$ cat src/verilog/pwh_pkg.sv
// Constants, field layouts and types for the parallel word handshake sequencer.
// Assumes a single 200 MHz system clock and a plain synchronous register port.
//
// Contract
// - Read command raises read select and ready.
// - Drop read ready within 1 usec of demand.
// - Clear buffer, re-raise read ready, demand low.
// - Record end gives device+channel end; file adds exception.
// - Terminate read only after last byte sent.
// - Channel stop raises count zero with read ready.
// - Demand after count zero: channel end, discard, repeat.
// - Interrupt, timeout or reset drop all lines.
// - Read timeout starts at command, restarts on demand.
// - Write raises select, fetches word, then ready.
// - Write demand drops ready, restarts timeout, fetches.
// - Output parity makes ones count odd.
// - Write ready only with stable data, demand low.
// - Early write end flags unit check, incomplete.
// - Write stop finishes word, then count zero.
// - Demand after write count zero sends zero words.
// - Word is 16 to 48 bits, bytewise.
// - Interrupt sets attention, plus ends inside operations.
package pwh_pkg;

  // ****************************************************************
  // Timing
  // ****************************************************************
  localparam int CLK_PERIOD_NS  = 5;
  localparam int RDY_DROP_NS    = 1000;
  localparam int RDY_DROP_CYC   = RDY_DROP_NS / CLK_PERIOD_NS;
  localparam int WORD_BITS_DEF  = 16;
  localparam int WORD_BITS_MAX  = 48;

  // ****************************************************************
  // Register map
  // ****************************************************************
  localparam logic [7:0] ADDR_CMD   = 8'h00;
  localparam logic [7:0] ADDR_STAT  = 8'h04;
  localparam int         CMD_STOP   = 3;
  localparam logic [2:0] CMD_IDLE   = 3'h0;
  localparam logic [2:0] CMD_READ   = 3'h1;
  localparam logic [2:0] CMD_READ_T = 3'h2;
  localparam logic [2:0] CMD_WRITE  = 3'h3;
  localparam logic [2:0] CMD_WRIT_T = 3'h4;

  // Status bit positions; bit 0 is live, bits 8..1 are sticky.
  localparam int ST_BUSY   = 0;
  localparam int ST_CE     = 1;
  localparam int ST_DE     = 2;
  localparam int ST_UE     = 3;
  localparam int ST_UC     = 4;
  localparam int ST_ATTN   = 5;
  localparam int ST_INCOMP = 6;
  localparam int ST_TMO    = 7;
  localparam int ST_PAR    = 8;
  localparam logic [8:1] STAT_RST = 8'h00;

  typedef enum logic [2:0] {
    S_IDLE,
    S_RD_WAIT,
    S_RD_SEND,
    S_WR_FILL,
    S_WR_WAIT
  } pwh_state_type;

endpackage

$ cat src/verilog/pwh_sync.sv
// Two-stage synchroniser for a group of slow link inputs.
// Assumes each input is held far longer than two clock periods.
`timescale 1ns/1ps
module pwh_sync #(
  parameter int WIDTH = 1
) (
  input  wire logic             i_clk,
  input  wire logic             i_rst,
  input  wire logic [WIDTH-1:0] i_async,
  output logic      [WIDTH-1:0] o_sync
);

  logic [WIDTH-1:0] meta_q;

  always_ff @(posedge i_clk) begin
    if (i_rst) begin
      meta_q <= '0;
      o_sync <= '0;
    end else begin
      meta_q <= i_async;
      o_sync <= meta_q;
    end
  end

endmodule // pwh_sync

$ cat src/verilog/pwh_word_adapter.sv
// Sequencer for a half-duplex demand/response parallel word link.
// Assumes a channel side byte stream with valid/ready and a plain register port.
`timescale 1ns/1ps
module pwh_word_adapter
  import pwh_pkg::*;
#(
  parameter int          WORD_BITS   = WORD_BITS_DEF,
  parameter logic [31:0] TIMEOUT_CYC = 32'd2000000
) (
  input  wire logic                 I_CLK_SYS,
  input  wire logic                 I_SYS_RST,
  input  wire logic [7:0]           I_ADDR,
  input  wire logic [31:0]          I_WDATA,
  input  wire logic                 I_WR,
  input  wire logic                 I_RD,
  output logic      [31:0]          O_RDATA,
  input  wire logic [7:0]           I_CH_WDATA,
  input  wire logic                 I_CH_WVALID,
  output logic                      O_CH_WREADY,
  output logic      [7:0]           O_CH_RDATA,
  output logic                      O_CH_RVALID,
  input  wire logic                 I_CH_RREADY,
  output logic                      O_READ_SEL,
  output logic                      O_WRITE_SEL,
  output logic                      O_READ_RDY,
  output logic                      O_WRITE_RDY,
  output logic                      O_COUNT_ZERO,
  output logic      [WORD_BITS-1:0] O_DATA_OUT,
  output logic                      O_PARITY_OUT,
  input  wire logic                 I_DEMAND,
  input  wire logic                 I_END_RECORD,
  input  wire logic                 I_END_FILE,
  input  wire logic                 I_INTERRUPT,
  input  wire logic [WORD_BITS-1:0] I_DATA_IN,
  input  wire logic                 I_PARITY_IN
);

  localparam int NB = WORD_BITS / 8;
  localparam logic [2:0] LAST_IDX = 3'(NB - 1);

  // ****************************************************************
  // Input synchronisers
  // ****************************************************************
  logic [WORD_BITS+4:0] sync_w;
  logic                 dem_s;
  logic                 eor_s;
  logic                 eof_s;
  logic                 int_s;
  logic                 par_s;
  logic [WORD_BITS-1:0] din_s;

  // Data is held for the whole demand pulse, so it settles before demand is seen.
  pwh_sync #(.WIDTH(WORD_BITS + 5)) u_sync (
    .i_clk   (I_CLK_SYS),
    .i_rst   (I_SYS_RST),
    .i_async ({I_INTERRUPT, I_END_FILE, I_END_RECORD, I_DEMAND, I_PARITY_IN, I_DATA_IN}),
    .o_sync  (sync_w)
  );

  assign {int_s, eof_s, eor_s, dem_s, par_s, din_s} = sync_w;

  // ****************************************************************
  // State
  // ****************************************************************
  pwh_state_type        state_q, state_d;
  logic                 rsel_q, rsel_d, wsel_q, wsel_d;
  logic                 rrdy_q, rrdy_d, wrdy_q, wrdy_d;
  logic                 cz_q, cz_d, par_q, par_d;
  logic [WORD_BITS-1:0] dout_q, dout_d, buf_q, buf_d;
  logic [2:0]           idx_q, idx_d, cmd_q, cmd_d;
  logic                 to_en_q, to_en_d, stop_q, stop_d;
  logic                 endp_q, endp_d, uep_q, uep_d;
  logic                 wpend_q, wpend_d, int_d1_q, int_d1_d;
  logic [31:0]          tmr_q, tmr_d, rdata_q, rdata_d;
  logic                 chrv_q, chrv_d, chwr_q, chwr_d;
  logic [7:0]           chrd_q, chrd_d;
  logic [8:1]           stat_q, stat_d, set_v;
  logic                 busy, int_rise, tmo, kill, done, wacc;
  logic [WORD_BITS-1:0] wbuf;

  always_comb begin
    state_d  = state_q;
    rsel_d   = rsel_q;
    wsel_d   = wsel_q;
    rrdy_d   = rrdy_q;
    wrdy_d   = wrdy_q;
    cz_d     = cz_q;
    par_d    = par_q;
    dout_d   = dout_q;
    buf_d    = buf_q;
    idx_d    = idx_q;
    cmd_d    = cmd_q;
    to_en_d  = to_en_q;
    stop_d   = stop_q;
    endp_d   = endp_q;
    uep_d    = uep_q;
    wpend_d  = wpend_q;
    chrv_d   = chrv_q;
    chrd_d   = chrd_q;
    chwr_d   = chwr_q;
    int_d1_d = int_s;
    set_v    = '0;
    done     = 1'b0;
    wbuf     = '0;
    busy     = state_q != S_IDLE;
    int_rise = int_s & ~int_d1_q;
    tmo      = to_en_q && (tmr_q == TIMEOUT_CYC - 32'd1);
    kill     = busy && (int_rise || tmo);
    wacc     = chwr_q && I_CH_WVALID;
    // The timeout only runs while a word waits on the far side.
    tmr_d    = (state_q == S_RD_WAIT || state_q == S_WR_WAIT) ? tmr_q + 32'd1 : 32'd0;

    // ****************************************************************
    // Sequencer
    // ****************************************************************
    case (state_q)
      S_IDLE: begin
        if (I_WR && I_ADDR == ADDR_CMD) begin
          cmd_d = I_WDATA[2:0];
          if (I_WDATA[2:0] == CMD_READ || I_WDATA[2:0] == CMD_READ_T) begin
            rsel_d  = 1'b1;
            rrdy_d  = 1'b1;
            to_en_d = I_WDATA[2:0] == CMD_READ_T;
            buf_d   = '0;
            state_d = S_RD_WAIT;
          end else if (I_WDATA[2:0] == CMD_WRITE || I_WDATA[2:0] == CMD_WRIT_T) begin
            wsel_d  = 1'b1;
            chwr_d  = 1'b1;
            to_en_d = I_WDATA[2:0] == CMD_WRIT_T;
            idx_d   = '0;
            wpend_d = 1'b0;
            state_d = S_WR_FILL;
          end else begin
            cmd_d = CMD_IDLE;
          end
        end
      end
      S_RD_WAIT: begin
        if (eor_s || eof_s) begin
          done          = 1'b1;
          set_v[ST_DE]  = 1'b1;
          set_v[ST_CE]  = 1'b1;
          set_v[ST_UE]  = eof_s;
        end else if (rrdy_q && dem_s) begin
          rrdy_d = 1'b0;
          tmr_d  = '0;
          if (cz_q) begin
            set_v[ST_CE] = 1'b1;
          end else begin
            buf_d         = din_s;
            set_v[ST_PAR] = ~(^{din_s, par_s});
            idx_d         = '0;
            state_d       = S_RD_SEND;
          end
        end else if (!dem_s && (stop_q || !rrdy_q)) begin
          rrdy_d = 1'b1;
          cz_d   = cz_q | stop_q;
        end
      end
      S_RD_SEND: begin
        // An end signal seen while bytes drain waits for the last byte.
        if (eor_s || eof_s) begin
          endp_d = 1'b1;
          uep_d  = uep_q | eof_s;
        end
        if (!chrv_q) begin
          chrv_d = 1'b1;
          chrd_d = buf_q[WORD_BITS-1 -: 8];
        end else if (I_CH_RREADY) begin
          chrv_d = 1'b0;
          buf_d  = buf_q << 8;
          idx_d  = idx_q + 3'd1;
          if (idx_q == LAST_IDX) begin
            buf_d = '0;
            if (endp_q || eor_s || eof_s) begin
              done         = 1'b1;
              set_v[ST_DE] = 1'b1;
              set_v[ST_CE] = 1'b1;
              set_v[ST_UE] = uep_q | eof_s;
            end else begin
              state_d = S_RD_WAIT;
            end
          end
        end
      end
      S_WR_FILL: begin
        if (eor_s || eof_s) begin
          done             = 1'b1;
          set_v[ST_DE]     = 1'b1;
          set_v[ST_CE]     = 1'b1;
          set_v[ST_UE]     = eof_s;
          set_v[ST_UC]     = !cz_q && (wpend_q || idx_q != 3'd0);
          set_v[ST_INCOMP] = !cz_q && (wpend_q || idx_q != 3'd0);
        end else if (stop_q ? idx_q != 3'd0 : wacc) begin
          // A stop pads the partial word with zero bytes before it goes out.
          wbuf  = {buf_q[WORD_BITS-9:0], stop_q ? 8'h00 : I_CH_WDATA};
          buf_d = wbuf;
          idx_d = idx_q + 3'd1;
          if (idx_q == LAST_IDX) begin
            chwr_d  = 1'b0;
            dout_d  = wbuf;
            par_d   = ~(^wbuf);
            wpend_d = 1'b1;
            idx_d   = '0;
            state_d = S_WR_WAIT;
          end
        end else if (stop_q) begin
          chwr_d  = 1'b0;
          dout_d  = '0;
          par_d   = 1'b1;
          state_d = S_WR_WAIT;
        end
      end
      S_WR_WAIT: begin
        if (eor_s || eof_s) begin
          done             = 1'b1;
          set_v[ST_DE]     = 1'b1;
          set_v[ST_CE]     = 1'b1;
          set_v[ST_UE]     = eof_s;
          set_v[ST_UC]     = !cz_q && wpend_q;
          set_v[ST_INCOMP] = !cz_q && wpend_q;
        end else if (wrdy_q && dem_s) begin
          wrdy_d  = 1'b0;
          tmr_d   = '0;
          wpend_d = 1'b0;
          set_v[ST_CE] = cz_q;
          if (cz_q || stop_q) begin
            dout_d = '0;
            par_d  = 1'b1;
          end else begin
            chwr_d  = 1'b1;
            state_d = S_WR_FILL;
          end
        end else if (!wrdy_q && !dem_s) begin
          wrdy_d = 1'b1;
          tmr_d  = '0;
          // Count zero waits until the padded or whole pending word has been taken.
          cz_d   = cz_q | (stop_q && !wpend_q);
        end
      end
      default: begin
        done = 1'b1;
      end
    endcase

    // ****************************************************************
    // Channel stop, interrupt, timeout and termination
    // ****************************************************************
    if (busy && I_WR && I_ADDR == ADDR_CMD && I_WDATA[CMD_STOP]) begin
      stop_d = 1'b1;
    end
    if (int_rise) begin
      set_v[ST_ATTN] = 1'b1;
      set_v[ST_DE]   = busy;
      set_v[ST_CE]   = busy;
    end
    if (kill && !int_rise) begin
      set_v[ST_TMO] = 1'b1;
      set_v[ST_UC]  = 1'b1;
    end
    if (done || kill) begin
      state_d = S_IDLE;
      rsel_d  = 1'b0;
      wsel_d  = 1'b0;
      rrdy_d  = 1'b0;
      wrdy_d  = 1'b0;
      cz_d    = 1'b0;
      buf_d   = '0;
      tmr_d   = '0;
      dout_d  = '0;
      par_d   = 1'b0;
      chrv_d  = 1'b0;
      chwr_d  = 1'b0;
      stop_d  = 1'b0;
      endp_d  = 1'b0;
      uep_d   = 1'b0;
      to_en_d = 1'b0;
      cmd_d   = CMD_IDLE;
    end

    // ****************************************************************
    // Register port
    // ****************************************************************
    // A hardware set in the same cycle as a software clear wins.
    stat_d = stat_q;
    if (I_WR && I_ADDR == ADDR_STAT) begin
      stat_d = stat_q & ~I_WDATA[8:1];
    end
    stat_d  = stat_d | set_v;
    rdata_d = '0;
    if (I_RD && I_ADDR == ADDR_CMD) begin
      rdata_d = {28'h0000000, stop_q, cmd_q};
    end else if (I_RD && I_ADDR == ADDR_STAT) begin
      rdata_d = {23'h000000, stat_q, busy};
    end
  end

  always_ff @(posedge I_CLK_SYS) begin
    if (I_SYS_RST) begin
      state_q  <= S_IDLE;
      rsel_q   <= 1'b0;
      wsel_q   <= 1'b0;
      rrdy_q   <= 1'b0;
      wrdy_q   <= 1'b0;
      cz_q     <= 1'b0;
      par_q    <= 1'b0;
      dout_q   <= '0;
      buf_q    <= '0;
      idx_q    <= '0;
      cmd_q    <= CMD_IDLE;
      to_en_q  <= 1'b0;
      stop_q   <= 1'b0;
      endp_q   <= 1'b0;
      uep_q    <= 1'b0;
      wpend_q  <= 1'b0;
      int_d1_q <= 1'b0;
      tmr_q    <= '0;
      rdata_q  <= '0;
      chrv_q   <= 1'b0;
      chrd_q   <= '0;
      chwr_q   <= 1'b0;
      stat_q   <= STAT_RST;
    end else begin
      state_q  <= state_d;
      rsel_q   <= rsel_d;
      wsel_q   <= wsel_d;
      rrdy_q   <= rrdy_d;
      wrdy_q   <= wrdy_d;
      cz_q     <= cz_d;
      par_q    <= par_d;
      dout_q   <= dout_d;
      buf_q    <= buf_d;
      idx_q    <= idx_d;
      cmd_q    <= cmd_d;
      to_en_q  <= to_en_d;
      stop_q   <= stop_d;
      endp_q   <= endp_d;
      uep_q    <= uep_d;
      wpend_q  <= wpend_d;
      int_d1_q <= int_d1_d;
      tmr_q    <= tmr_d;
      rdata_q  <= rdata_d;
      chrv_q   <= chrv_d;
      chrd_q   <= chrd_d;
      chwr_q   <= chwr_d;
      stat_q   <= stat_d;
    end
  end

  assign O_RDATA      = rdata_q;
  assign O_CH_WREADY  = chwr_q;
  assign O_CH_RDATA   = chrd_q;
  assign O_CH_RVALID  = chrv_q;
  assign O_READ_SEL   = rsel_q;
  assign O_WRITE_SEL  = wsel_q;
  assign O_READ_RDY   = rrdy_q;
  assign O_WRITE_RDY  = wrdy_q;
  assign O_COUNT_ZERO = cz_q;
  assign O_DATA_OUT   = dout_q;
  assign O_PARITY_OUT = par_q;

  // ****************************************************************
  // Checks
  // ****************************************************************
  AST_RD_START: assert property (@(posedge I_CLK_SYS) disable iff (I_SYS_RST)
    state_q == S_IDLE && I_WR && I_ADDR == ADDR_CMD && I_WDATA[2:0] == CMD_READ |=> rsel_q && rrdy_q)
    else $error("read command did not raise select and ready");
  AST_RRDY_DROP: assert property (@(posedge I_CLK_SYS) disable iff (I_SYS_RST)
    rrdy_q && dem_s |=> !rrdy_q)
    else $error("read ready stayed up after demand");
  AST_RRDY_RISE: assert property (@(posedge I_CLK_SYS) disable iff (I_SYS_RST)
    $rose(rrdy_q) |-> !$past(dem_s) && $past(buf_q) == '0)
    else $error("read ready rose with demand high or buffer loaded");
  AST_EOF_EXC: assert property (@(posedge I_CLK_SYS) disable iff (I_SYS_RST)
    state_q == S_RD_WAIT && eof_s && !int_rise && !tmo |=> stat_q[ST_UE] && stat_q[ST_DE] && !rsel_q)
    else $error("file end did not set exception status");
  AST_CZ_RISE: assert property (@(posedge I_CLK_SYS) disable iff (I_SYS_RST)
    $rose(cz_q) |-> (rrdy_q || wrdy_q) && !$past(dem_s))
    else $error("count zero rose without ready or with demand");
  AST_KILL: assert property (@(posedge I_CLK_SYS) disable iff (I_SYS_RST)
    busy && int_rise |=> !rsel_q && !wsel_q && !rrdy_q && !wrdy_q && !cz_q && stat_q[ST_ATTN])
    else $error("interrupt did not end the operation");
  AST_TMO_RESTART: assert property (@(posedge I_CLK_SYS) disable iff (I_SYS_RST)
    (rrdy_q || wrdy_q) && dem_s && !kill |=> tmr_q == 32'd0 ##1 tmr_q <= 32'd1)
    else $error("timeout not restarted by demand");
  AST_WRDY_DROP: assert property (@(posedge I_CLK_SYS) disable iff (I_SYS_RST)
    wrdy_q && dem_s |=> !wrdy_q)
    else $error("write ready stayed up after demand");
  AST_PARITY: assert property (@(posedge I_CLK_SYS) disable iff (I_SYS_RST)
    wrdy_q |-> ^{dout_q, par_q})
    else $error("output word parity is not odd");
  AST_WRDY_RISE: assert property (@(posedge I_CLK_SYS) disable iff (I_SYS_RST)
    $rose(wrdy_q) |-> $stable(dout_q) && !$past(dem_s))
    else $error("write ready rose with moving data or demand high");
  AST_INCOMP: assert property (@(posedge I_CLK_SYS) disable iff (I_SYS_RST)
    state_q == S_WR_WAIT && (eor_s || eof_s) && wpend_q && !cz_q && !kill |=> stat_q[ST_INCOMP] && stat_q[ST_UC])
    else $error("early write end missed the incomplete check");

endmodule // pwh_word_adapter

$ cat config.mk
export PLATFORM = sky130hd
export DESIGN_NAME = pwh_word_adapter
export DESIGN_NICKNAME = d
export VERILOG_FILES = /design/src/verilog/pwh_pkg.sv /design/src/verilog/pwh_sync.sv /design/src/verilog/pwh_word_adapter.sv
export SDC_FILE = /design/constraint.sdc
export NUM_CORES = 1
export LEC_CHECK = 0
export BUFFER_PORTS_ARGS = -buffer_cell sky130_fd_sc_hd__buf_4
export CAP_MARGIN = 20
export CORE_UTILIZATION = 59
export CTS_BUF_LIST = sky130_fd_sc_hd__clkbuf_4 sky130_fd_sc_hd__clkbuf_8 sky130_fd_sc_hd__clkbuf_16
export DETAILED_ROUTE_END_ITERATION = 7
export PLACE_DENSITY = 0.85
export SKIP_CTS_REPAIR_TIMING = 1
export SYNTH_ARGS = -nofsm -noshare
export SYNTH_HDL_FRONTEND = slang
export SYNTH_SLANG_ARGS = --single-unit
$ cat constraint.sdc
create_clock -name I_CLK_SYS -period 4.6 [get_ports I_CLK_SYS]
set_input_delay 0.23 -clock I_CLK_SYS [delete_from_list [all_inputs] [get_ports I_CLK_SYS]]
set_output_delay 0.23 -clock I_CLK_SYS [all_outputs]
set_load 0.1 [all_outputs]
After elaboration in Yosys (flattened, before gate mapping)
Cells that the tools add are included.
- output and inout bits: 64
- register bits after elaboration: 177
- input port bits: 75
- word-level logic and storage cells: 289
- equality and inequality tests: 37
- add/sub/neg operators: 2
- muxes and demuxes: 141
- bitwise operators: 14
- reductions and logical operators: 68
- operators by type and width (kind ; number):
    16-bit two-way mux ; 17
    32-bit two-way mux ; 6
    3-bit two-way mux ; 35
    16-bit one-hot mux with 4 select lines ; 1
    32-bit one-hot mux with 2 select lines ; 1
    1-bit two-way mux ; 62
    2-bit != test, second input constant ; 17
    32-bit by 1-bit adder with 32-bit output, second input constant ; 1
    32-bit by 21-bit equality test with 1-bit output, second input constant ; 1
    16-bit one-hot mux with 2 select lines ; 1
    3-bit one-hot mux with 4 select lines ; 2
    10-bit AND reduction ; 2
    1-bit logical AND ; 18
    17-bit XOR reduction ; 1
    8-bit two-way mux ; 2
    16-bit AND reduction ; 1
    16-bit XOR reduction ; 1
    3-bit one-hot mux with 5 select lines ; 1
    7-bit AND reduction ; 2
    3-bit by 2-bit equality test with 1-bit output, second input constant ; 4
    4-bit two-way mux ; 3
    1-bit logical OR ; 11
    11-bit AND reduction ; 1
    2-bit by 1-bit != test with 1-bit output, second input constant ; 5
    29 further kinds ; 66

Logic depth before layout (Yosys ltp)
Gate-level depths: netlist of the first run.
- depth in word-level cells: 9
- mapped depth: 11
- gate-level depth less buffers: 8

Hierarchy
From an unflattened synthesis of the first run, not the netlist that was laid out.
- cell total of the unflattened synthesis: 734
- area, all modules: 6582.6 um^2
- modules (own cells, without submodules) (module ; sequential area each (um^2) ; cells an instance ; instances ; area each (um^2)):
    pwh_word_adapter ; 2242.2 ; 646 ; 1 ; 5459.0
    pwh_sync ; 840.8 ; 88 ; 1 ; 1123.6

Worst setup path before layout of the first run
No wires, ideal clock.
- path kind: register -> register
- start: register chrv_q (netlist: O_CH_RVALID)
- end: register buf_q[10]
- slack: 2.125 ns
- arrival: 2.341 ns
- required time: 4.466 ns
- clock period less this slack: 2.475 ns
- library setup time: 0.134 ns
- buffers on the path: 3
- stages on the path, launching flop included: 9
- cells stage by stage: dfxtp_1 > and4b_1 > buf_2 > a21oi_1 > o311ai_0 > or3_1 > buf_2 > clkbuf_1 > a211oi_1
- word-level cells in the longest chain between the ends: 4
- elaborated cells between the ends (all ways): 6
- classes of those cells: 1 x eq/ne; 2 x mux; 3 x reduce/logical
- ends and longest elaborated chain (item ; line ; source):
    from (decl) ; pwh_word_adapter.sv:75 ; logic chrv_q, chrv_d, chwr_q, chwr_d;
    from (signal assigned) ; pwh_word_adapter.sv:343 ; chrv_q <= chrv_d;
    1-bit two-way mux ; pwh_word_adapter.sv:166 ; if (!chrv_q) begin
    1-bit one-hot mux with 3 select lines ; pwh_word_adapter.sv:116 ; case (state_q)
    1-bit logical OR ; pwh_word_adapter.sv:261 ; if (done || kill) begin
    2-bit OR reduction (no source line) ; - ;
    to (signal assigned) ; pwh_word_adapter.sv:332 ; buf_q <= buf_d;
    to (decl) ; pwh_word_adapter.sv:69 ; logic [WORD_BITS-1:0] dout_q, dout_d, buf_q, buf_d;
Parallel ways exist; a longest one is shown, timed or not.
A chain may end at the register's enable or synchronous reset.

Worst setup path after layout of the first run
- start: register state_q[0]
- end: register tmr_q[6]
- word-level cells in the longest chain between the ends: 7
- elaborated cells between the ends (all ways): 19
- classes of those cells: 4 x eq/ne; 8 x mux; 7 x reduce/logical
- ends and longest elaborated chain (item ; line ; source):
    from (decl) ; pwh_word_adapter.sv:65 ; pwh_state_type state_q, state_d;
    from (signal assigned) ; pwh_word_adapter.sv:324 ; state_q <= state_d;
    3-bit by 1-bit equality test with 1-bit output or 3-bit equality test (tied branches) ; pwh_word_adapter.sv:111, pwh_word_adapter.sv:116 ;
    1-bit logical OR ; pwh_word_adapter.sv:111 ; tmr_d = (state_q == S_RD_WAIT || state_q == S_WR_WAIT) ? tmr_q + 32'd1 : 32'd0;
    32-bit two-way mux ; pwh_word_adapter.sv:111 ;
    32-bit two-way mux ; pwh_word_adapter.sv:234 ; end else if (!wrdy_q && !dem_s) begin
    32-bit two-way mux ; pwh_word_adapter.sv:222 ; end else if (wrdy_q && dem_s) begin
    32-bit two-way mux ; pwh_word_adapter.sv:215 ; if (eor_s || eof_s) begin
    32-bit one-hot mux with 2 select lines ; pwh_word_adapter.sv:116 ;
    to (signal assigned) ; pwh_word_adapter.sv:341 ; tmr_q <= tmr_d;
    to (decl) ; pwh_word_adapter.sv:74 ; logic [31:0] tmr_q, tmr_d, rdata_q, rdata_d;
Parallel ways exist; a longest one is shown, timed or not.

==> results of run 1 <==
cell usage after synthesis, types with 4 or more instances:
cell,number,area [sq um]
a211oi_1,16,120
a21oi_1,51,255
a22o_1,4,35.0
a22oi_1,22,165
a311oi_1,4,35.0
and2_1,8,50.1
and3_1,7,43.8
and4_1,4,35.0
buf_2,8,40.0
buf_4,27,203
buf_6,4,45.0
clkbuf_1,25,93.8
dfxtp_1,154,3080
ha_1,6,75.1
inv_1,7,26.3
mux2i_1,6,60.1
nand2_1,64,240
nand2b_1,6,37.5
nand3_1,23,115
nand3b_1,4,30.0
nand4_1,10,62.6
nor2_1,102,383
nor2b_1,51,319
nor3_1,16,80.1
nor4_1,4,25.0
o21ai_0,12,60.1
or3_1,4,25.0
xnor2_1,40,350
xor2_1,23,201
critical path, cell delays in order, from the launching register on:
cell      delay [ns]
dfxtp_1         0.86
or3_1           0.41
nand3_2         0.13
nor4_1          0.49
or3_1           0.69
o21bai_4        0.49
nor2_1          0.13
how the worst min path moves through the flow:
stage,from,end,slack (ns),depth (start not counted)
after global routing,I_DATA_IN[8],u_sync.meta_q[8],0.02,2
after global placement,u_sync.meta_q[19],u_sync.o_sync[19],0.42,1
final,I_DATA_IN[11],u_sync.meta_q[11],0.01,2
after floorplan,I_DATA_IN[0],u_sync.meta_q[0],0.36,1
after detailed placement,u_sync.meta_q[9],u_sync.o_sync[9],0.43,1
after CTS,I_INTERRUPT,u_sync.meta_q[20],0.005,2
kinds of logic (layout without fill, tap and decap cells):
logic type / Yosys count / after routing / share of synthesized area, %
other: 1 / 23 / 0.0564
DFF: 154 / 154 / 46.3
muxes: 6 / 6 / 0.903
buffers and inverters: 72 / 134 / 6.19
and+or+nand+nor: 322 / 322 / 24.4
adders and majority gates: 7 / 7 / 1.28
AOI/OAI and AO/OA: 127 / 127 / 12.6
xor gates and xnor gates: 63 / 63 / 8.29
layer usage:
metal / global-route usage (%) / vias up / wire [um]
met5: 0 / - / 0
met4: 11.9 / 0 / 400
met3: 6.57 / 38 / 1100
met2: 43.8 / 216 / 6890
met1: 31.3 / 2505 / 6260
li1: - / 2674 / -
layout make-up:
type,count,area [sq um],share of cell area (%)
multi-input cells,548,3240,41.3
inverters,7,26.3,0.335
clock buffers,21,468,5.97
repair buffers,95,713,9.10
well taps,140,175,2.23
clock inverters,11,134,1.71
flip-flops and latches,154,3080,39.3
through the flow:
step	area, sq um	setup slack (ns)	cells	utilization [%]	total power, W
after detailed placement	7240	1.30	944	66.2	0.00163
after floorplan	6740	2.13	774	-	0.00158
final	7840	1.24	976	71.7	0.00300
after global routing	7840	0.898	976	71.7	0.00308
after global placement	7240	1.33	944	66.2	0.00162
after CTS	7840	1.31	976	71.7	0.00301
power by group through the flow:
stage,logic [W],clock network (W),registers [W]
2_1_floorplan,0.000189,0,0.00139
3_3_place_gp,0.000224,0,0.00140
3_5_place_dp,0.000229,0,0.00140
4_1_cts,0.000230,0.00141,0.00137
5_1_grt,0.000244,0.00147,0.00137
6_report,0.000231,0.00141,0.00137
registers in the layout, indices dropped and copies added, names as in the netlist, 3 cells and up:
name           count
O_CH_RDATA         8
O_DATA_OUT        16
O_RDATA            9
buf_q             16
cmd_q              3
idx_q              3
stat_q             8
state_q            3
tmr_q             32
u_sync.meta_q     21
u_sync.o_sync     21
==> results.md, run 1 <==
* Outcome: finished clean
* Power Internal at 0.00228 W
* Final-report setup violation count at 0
* RSZ-0062 raised after global routing: no
* Hold Path Class: in2reg
* CP max FO at 32
* WP data required at 4.88 ns
* RePlAce Congestion at 0.864
* PD cells at 383 nW/um^2
* CP arrival at 3.64 ns
* Max-cap viol count at 0
* Clk slew on worst S/H paths at 0.06 ns
* DR WL/cell at 15.0 um
* Final #Nets at 904
* Power share of the combinational group at 7.7%
* Fillers at 813
* Crit start category: flop
* Starting density of the core at 60.8%
* Gr usage total at 26.1%
* DRT Wirelength at 14700 um
* CP Class: reg2reg
* Via count at 5433
* CP Capture Type: flop
* H-tree Lvls at 4
* Primary FF master, synth: dfxtp_1
* Slew @ Worst Pin at 0.836 ns
* Yosys cell types at 59
* Relative slew margins at 43.8%
* Row count at 38
* CTS buffer count at 17
* Die W at 108 um
* Switching Fraction at 24.2%
* Total die area at 11700 sq um
* Yosys warns at 0
* Flop pwr share at 45.5%
* Worst r2r dst: tmr_q[6]
* Post-Syn Instances at 752
* Number of global-route vias before repair at 5090
* Psw at 0.000727 W
* Most common cell after layout, fill and taps aside: dfxtp_1
* Mapped Area at 6650 sq um
* DP HPWL at 10100 um
* IO Port Bufs at 92
* Starting DRT DRC Count at 385
* CTS root buffer: clkbuf_16
* Post-route minimum period at 3.36 ns
* Final Cycle Share at 73.1%
* CTS tree: yes
* IO Pins at 139
* Antenna diodes at 0
* EDFF count, synth at 0
* Async S/R FF share, synth at 0%
* GR Overflow Total at 0
* Global-route wire length before repair at 23600 um
* Post-route ant nets at 0
* Mean Syn Cell Area at 8.85 sq um
* Area grow syn2layout at 17.8%
* VDD IR-drop max at 0.000224 V
* Final clock skew at 0.00641 ns
* Reg2reg path depth at 6
* Clock Power Share at 46.8%
* Max-slew violations at 0
* FMAX at 298 MHz
* Synthesized flop and latch total at 154
* CTS sink cnt at 154
* Sequential area share after synthesis at 46.3%
* First-pass DRT Iterations at 7
* Die Y at 108 um
* Worst r2r src: state_q[0]
* DRC viols at 0
* Largest net degree at the start of global routing at 63
* WHS at 0.0100 ns
* R2R setup slack at 1.24 ns
* Setup TNS at 0 ns
* Max Root-Sink Buffers at 2
* Final hold vios at 0
* Most frequent cells in the layout: 154 x dfxtp_1, 102 x nor2_1, 95 x buf_4, 64 x nand2_1
* Via/cell ratio at 5.57
* Initial antenna violation count at 0
* Critical Path Start: state_q[0]
* CP Capture Point: tmr_q[6]
* Clk Latency, worst-skew pair at 0.43 ns
* Layout cells sized above 1 at 16.5%
* Leak Pwr at 2.93 nW
* Core area at 10900 sq um
Note: power is estimated with default switching activity, not from simulation.
==> run 2, diff against run 1 <==
- CORE_UTILIZATION: 59 -> 49
- PLACE_DENSITY: 0.85 -> 0.76
- clock period: 4.6 -> 2.9 ns (I/O delays scaled with it)
==> results.md, run 2 (synthesized netlist as in run 1, its figures left out) <==
* DRT Wirelength at 13900 um (was 14700 um)
* Switching Fraction at 24.5% (was 24.2%)
* Via count at 5338 (was 5433)
* Final setup margin at 0.521 ns (was 1.24 ns)
* Setup TNS at 0 ns (unchanged)
* CTS root buffer: clkbuf_16 (unchanged)
* CP cell instances: nor2b_1 -> nor2b_1 -> o21ai_0 -> o31ai_1 -> o21bai_4 -> nor2_1 (was or3_1 -> nand3_2 -> nor4_1 -> or3_1 -> o21bai_4 -> nor2_1)
* CP Class: reg2reg (unchanged)
* Post-route ant nets at 0 (unchanged)
* Final-report setup violation count at 0 (unchanged)
* Largest Register: tmr_q (unchanged)
* Die Y at 119 um (was 108 um)
* Fillers at 1222 (was 813)
* Power Internal at 0.00348 W (was 0.00228 W)
* Layout cells sized above 1 at 17.1% (was 16.5%)
* Max Root-Sink Buffers at 2 (unchanged)
* Total die area at 14000 sq um (was 11700 sq um)
* First-pass DRT Iterations at 5 (was 7)
* DP HPWL at 9630 um (was 10100 um)
* Max-cap viol count at 0 (unchanged)
* Gr usage total at 20.6% (was 26.1%)
* CP most frequent cell: nor2b_1 (was or3_1)
* CP arrival at 2.73 ns (was 3.64 ns)
* WP data required at 3.25 ns (was 4.88 ns)
* Starting DRT DRC Count at 351 (was 385)
* Via/cell ratio at 5.09 (was 5.57)
* IO Pins at 139 (unchanged)
* Area grow syn2layout at 22.9% (was 17.8%)
* Global-route wire length before repair at 22900 um (was 23600 um)
* Leak Pwr at 3.08 nW (was 2.93 nW)
* CTS tree: yes (unchanged)
* RSZ-0062 raised after global routing: no (unchanged)
* PD cells at 564 nW/um^2 (was 383 nW/um^2)
* CP Capture Type: flop (unchanged)
* WHS at -0.00452 ns (was 0.0100 ns)
* Final instance area at 8180 sq um (was 7840 sq um)
* Max reg flops at 32 (unchanged)
* Post-route minimum period at 2.38 ns (was 3.36 ns)
* Largest net degree at the start of global routing at 63 (unchanged)
* Relative slew margins at 49.1% (was 43.8%)
* RePlAce Congestion at 0.890 (was 0.864)
* Clk slew on worst S/H paths at 0.06 ns (about the same)
* VDD IR-drop max at 0.000378 V (was 0.000224 V)
* Clk Latency, worst-skew pair at 0.43 ns (about the same)
* CTS buffer count at 17 (unchanged)
* Row count at 42 (was 38)
* Most common cell after layout, fill and taps aside: dfxtp_1 (unchanged)
* Hold Path Class: in2reg (unchanged)
* CTS sink cnt at 154 (unchanged)
* Initial antenna violation count at 0 (unchanged)
* Slowest stage delay, CP at 0.66 ns (was 0.86 ns)
* Outcome: finished with violations (was finished clean)
* Final Cycle Share at 82.0% (was 73.1%)
* Starting density of the core at 50.2% (was 60.8%)
* Slowest cell on crit path: dfxtp_1 (unchanged)
* Flop pwr share at 47.0% (was 45.5%)
* Most frequent cells in the layout: 154 x dfxtp_1, 106 x buf_4, 102 x nor2_1, 64 x nand2_1 (was 154 x dfxtp_1, 102 x nor2_1, 95 x buf_4, 64 x nand2_1)
* Final clock skew at 0.00845 ns (was 0.00641 ns)
* Clock Power Share at 44.5% (was 46.8%)
* IO Port Bufs at 92 (unchanged)
* Slew @ Worst Pin at 0.762 ns (was 0.836 ns)
* Max-slew violations at 0 (unchanged)
* Core area at 13200 sq um (was 10900 sq um)
* Final #Nets at 940 (was 904)
* CP max FO at 32 (unchanged)
* Final hold vios at 3 (was 0)
* DR WL/cell at 13.3 um (was 15.0 um)
* Top Registers: tmr_q x32, u_sync.meta_q x21, u_sync.o_sync x21 (unchanged)
* DRC viols at 0 (unchanged)
* Number of global-route vias before repair at 4749 (was 5090)
* Die W at 119 um (was 108 um)
* H-tree Lvls at 4 (unchanged)
* Antenna diodes at 0 (unchanged)
* Area post-placement at 7370 sq um (was 7240 sq um)
* Failing checks: negative hold slack
* Pre-CTS setup slack at 0.536 ns (was 1.30 ns)
* Crit start category: flop (unchanged)
* FMAX at 420 MHz (was 298 MHz)
* Power share of the combinational group at 8.5% (was 7.7%)
* GR Overflow Total at 0 (unchanged)
* Psw at 0.00113 W (was 0.000727 W)
[run 2: stage by stage]
stage	std cells	utilization (%)	power [W]	hold slack, ns
after floorplan	774	-	0.00251	0.273
after global placement	991	55.6	0.00258	0.355
after detailed placement	991	55.6	0.00258	0.359
after CTS	1023	59.8	0.00463	-0.0880
after global routing	1048	61.7	0.00477	0.00622
final	1048	61.7	0.00461	-0.00452
[run 2: path summary, 6_finish.rpt]
| check | startpoint | to | slack (ns) | cells after the start |
|---|---|---|---|---|
| worst max-delay path | state_q[0] | tmr_q[18] | 0.52 | 6 |
| worst min-delay path | I_CH_WDATA[7] | O_DATA_OUT[7] | -0.005 | 3 |
| worst max register to register | state_q[0] | tmr_q[18] | 0.52 | 6 |
| worst min register to register | u_sync.meta_q[12] | u_sync.o_sync[12] | 0.43 | 1 |
[run 2: layer usage]
metal / GRT usage [%] / vias up / part of all wire (%)
li1: - / 2729 / -
met1: 28.6 / 2416 / 47
met2: 30.3 / 170 / 45
met3: 5.12 / 23 / 6.3
met4: 8.70 / 0 / 1.6
met5: 0 / - / 0
[run 2: critical path: cells and delay by family (launching register included)]
kind / cells / cell delay (ns)
simple gates: 3 / 1.03
flops: 1 / 0.66
compound gates: 3 / 0.60
[run 2: layout make-up]
class	count	area (sq um)	area share, %
clock buffers	18	433	5.30
clock inverters	14	126	1.55
inverters	7	26.3	0.321
multi-input cells	548	3240	39.6
flip-flops and latches	154	3080	37.7
well taps	176	220	2.69
repair buffers	131	1050	12.8
[run 2: power groups by stage]
| stage | logic [W] | registers (W) | clock network [W] |
|---|---|---|---|
| 3_5_place_dp | 0.000363 | 0.00222 | 0 |
| 4_1_cts | 0.000364 | 0.00217 | 0.00210 |
| 2_1_floorplan | 0.000300 | 0.00221 | 0 |
| 3_3_place_gp | 0.000361 | 0.00221 | 0 |
| 5_1_grt | 0.000414 | 0.00217 | 0.00219 |
| 6_report | 0.000391 | 0.00217 | 0.00205 |
==> run 3, diff against run 2 <==
- CORE_UTILIZATION: 49 -> 55
- PLACE_DENSITY: 0.76 -> 0.8
- clock period: 2.9 -> 2.21 ns (I/O delays scaled with it)
==> results.md, run 3 (synthesized netlist as in run 1, its figures left out) <==
* Via count at 5669 (was 5338)
* Worst r2r src: state_q[2] (was state_q[0])
* Relative slew margins at 60.5% (was 49.1%)
* Fillers at 827 (was 1222)
* Top Registers: tmr_q x32, u_sync.meta_q x21, u_sync.o_sync x21 (unchanged)
* Die Y at 112 um (was 119 um)
* Clk Latency, worst-skew pair at 0.42 ns (was 0.43 ns)
* Worst r2r dst: tmr_q[15] (was tmr_q[18])
* Hold Path Class: in2reg (unchanged)
* Initial antenna violation count at 0 (unchanged)
* Final #Nets at 968 (was 940)
* Max-slew violations at 0 (unchanged)
* Buf/Inv on CP at 2 (was 0)
* Setup TNS at 0 ns (unchanged)
* Most common cell after layout, fill and taps aside: dfxtp_1 (unchanged)
* GR Util met2 at 39.8% (was 30.3%)
* Starting DRT DRC Count at 454 (was 351)
* Core area at 11600 sq um (was 13200 sq um)
* CP max FO at 7 (was 32)
* IO Pins at 139 (unchanged)
* Met3 Use GR at 5.66% (was 5.12%)
* Design Power at 0.00632 W (was 0.00461 W)
* FMAX at 465 MHz (was 420 MHz)
* DR WL/cell at 15.1 um (was 13.3 um)
* Top delay family on crit path: simple AND/OR/NAND/NOR gates (unchanged)
* Post-route minimum period at 2.15 ns (was 2.38 ns)
* RePlAce Congestion at 0.891 (was 0.890)
* Antenna diodes at 0 (unchanged)
* DRT Wirelength at 15700 um (was 13900 um)
* Final clock skew at 0.00532 ns (was 0.00845 ns)
* Leak Pwr at 3.28 nW (was 3.08 nW)
* Hold EP: O_DATA_OUT[0] (was O_DATA_OUT[7])
* CTS root buffer: clkbuf_16 (unchanged)
* Post-route ant nets at 0 (unchanged)
* DRC viols at 11 (was 0)
* Slowest cell on crit path: or3_4 (was dfxtp_1)
* Max-cap viol count at 0 (unchanged)
* PD cells at 738 nW/um^2 (was 564 nW/um^2)
* Largest Register: tmr_q (unchanged)
* Max reg flops at 32 (unchanged)
* Final Non-Filler Cells at 1043 (was 1048)
* Clk slew on worst S/H paths at 0.06 ns (about the same)
* Cell depth of the worst min-delay path at 3 (unchanged)
* Reg2reg path depth at 8 (was 6)
* DP HPWL at 10900 um (was 9630 um)
* Gr usage total at 24.6% (was 20.6%)
* Layout cells sized above 1 at 21.4% (was 17.1%)
* Failing checks: design-rule violations, negative hold slack (was negative hold slack)
* Global-route wire length before repair at 24600 um (was 22900 um)
* CTS sink cnt at 154 (unchanged)
* Die W at 112 um (was 119 um)
* Final-report setup violation count at 0 (unchanged)
* Area grow syn2layout at 28.7% (was 22.9%)
* RSZ-0062 raised after global routing: yes (was no)
* Outcome: finished with violations (unchanged)
* Slew @ Worst Pin at 0.592 ns (was 0.762 ns)
* Final Cycle Share at 97.2% (was 82.0%)
* H-tree Lvls at 4 (unchanged)
* Slowest stage delay, CP at 0.42 ns (was 0.66 ns)
* Most frequent cells in the layout: 149 x dfxtp_1, 123 x buf_4, 99 x nor2_1, 64 x nand2_1, 51 x nor2b_1 (was 154 x dfxtp_1, 106 x buf_4, 102 x nor2_1, 64 x nand2_1)
* Via/cell ratio at 5.44 (was 5.09)
* Starting density of the core at 57.3% (was 50.2%)
* Max Root-Sink Buffers at 2 (unchanged)
* CTS buffer count at 17 (unchanged)
* First-pass DRT Iterations at 8 (was 5)
* IO Port Bufs at 92 (unchanged)
* Total die area at 12500 sq um (was 14000 sq um)
* WHS at -0.0299 ns (was -0.00452 ns)
* CP cell instances: or3_4 -> nand3_2 -> nor4_2 -> buf_4 -> or3_1 -> o21bai_4 -> clkbuf_16 -> nor2_2 (was nor2b_1 -> nor2b_1 -> o21ai_0 -> o31ai_1 -> o21bai_4 -> nor2_1)
* Met1 GRT Util at 31.8% (was 28.6%)
* Largest net degree at the start of global routing at 63 (unchanged)
* Final hold vios at 4 (was 3)
* Post-layout util at 73.7% (was 61.7%)
* CP arrival at 2.51 ns (was 2.73 ns)
* Row count at 39 (was 42)
* GRT busiest layer: met2 (unchanged)
* Crit start category: flop (unchanged)
* CTS tree: yes (unchanged)
* WP data required at 2.57 ns (was 3.25 ns)
* VDD IR-drop max at 0.000619 V (was 0.000378 V)
* Number of global-route vias before repair at 5207 (was 4749)
* Critical Path Start: state_q[2] (was state_q[0])
* Hold_sp: I_CH_WDATA[0] (was I_CH_WDATA[7])
* R2R setup slack at 0.06 ns (was 0.52 ns)
* GR Overflow Total at 0 (unchanged)
* CP Capture Type: flop (unchanged)
* Post-Place Cells at 976 (was 991)
* CP Class: reg2reg (unchanged)
run 3: cell types whose count changed in the layout (fill, tap and decap cells not counted), moves of 3 or more:
cell | before | now
dfxtp_2 | 0 | 5
buf_4 | 106 | 123
nor4_1 | 4 | 1
clkinvlp_4 | 2 | 5
nor2_2 | 1 | 4
clkinv_4 | 6 | 1
dlygate4sd3_1 | 25 | 29
nor2_1 | 102 | 99
nor4_2 | 0 | 3
dfxtp_1 | 154 | 149
buf_12 | 0 | 3
run 3: worst max path at each step:
stage	endpoint	slack [ns]	cells past startpoint
after detailed placement	O_PARITY_OUT	0.02	8
after floorplan	idx_q[2]	0.07	5
after global placement	buf_q[9]	0.1	8
final	tmr_q[15]	0.06	8
after CTS	buf_q[9]	-0.02	8
after global routing	tmr_q[9]	-0.04	8
run 3: cell type report:
cell class | instances | area [sq um] | share of cell area [%]
tap | 143 | 179 | 2.09
multi-input combinational | 548 | 3310 | 38.7
clock buffer | 21 | 462 | 5.39
clock inverter | 11 | 146 | 1.71
inverter | 7 | 26.3 | 0.307
sequential | 154 | 3090 | 36.1
timing repair buffer | 159 | 1350 | 15.7
run 3: through the flow:
stage	area, sq um	worst slack (ns)
6_report	8560	0.0617
3_3_place_gp	7500	0.0972
5_1_grt	8560	-0.0407
4_1_cts	8110	-0.0233
3_5_place_dp	7500	0.0170
2_1_floorplan	6740	0.0706
run 3: worst reg2reg max path, cell delays in order (launching register included):
cell	delay [ns]
dfxtp_1	0.36
or3_4	0.43
nand3_2	0.10
nor4_2	0.05
buf_4	0.15
or3_1	0.40
o21bai_4	0.28
clkbuf_16	0.21
nor2_2	0.11
run 3: where the power goes:
part	switching (W)	internal, W	total (W)
registers	0.0000255	0.00282	0.00285
logic	0.000332	0.000199	0.000531
clock network	0.00110	0.00184	0.00294
total	0.00146	0.00486	0.00632
run 3: metal layers:
layer	part of all wire, %	up-vias
met4	1.5	0
met2	48	212
met1	44	2644
met3	6.5	22
met5	0	-
li1	-	2791
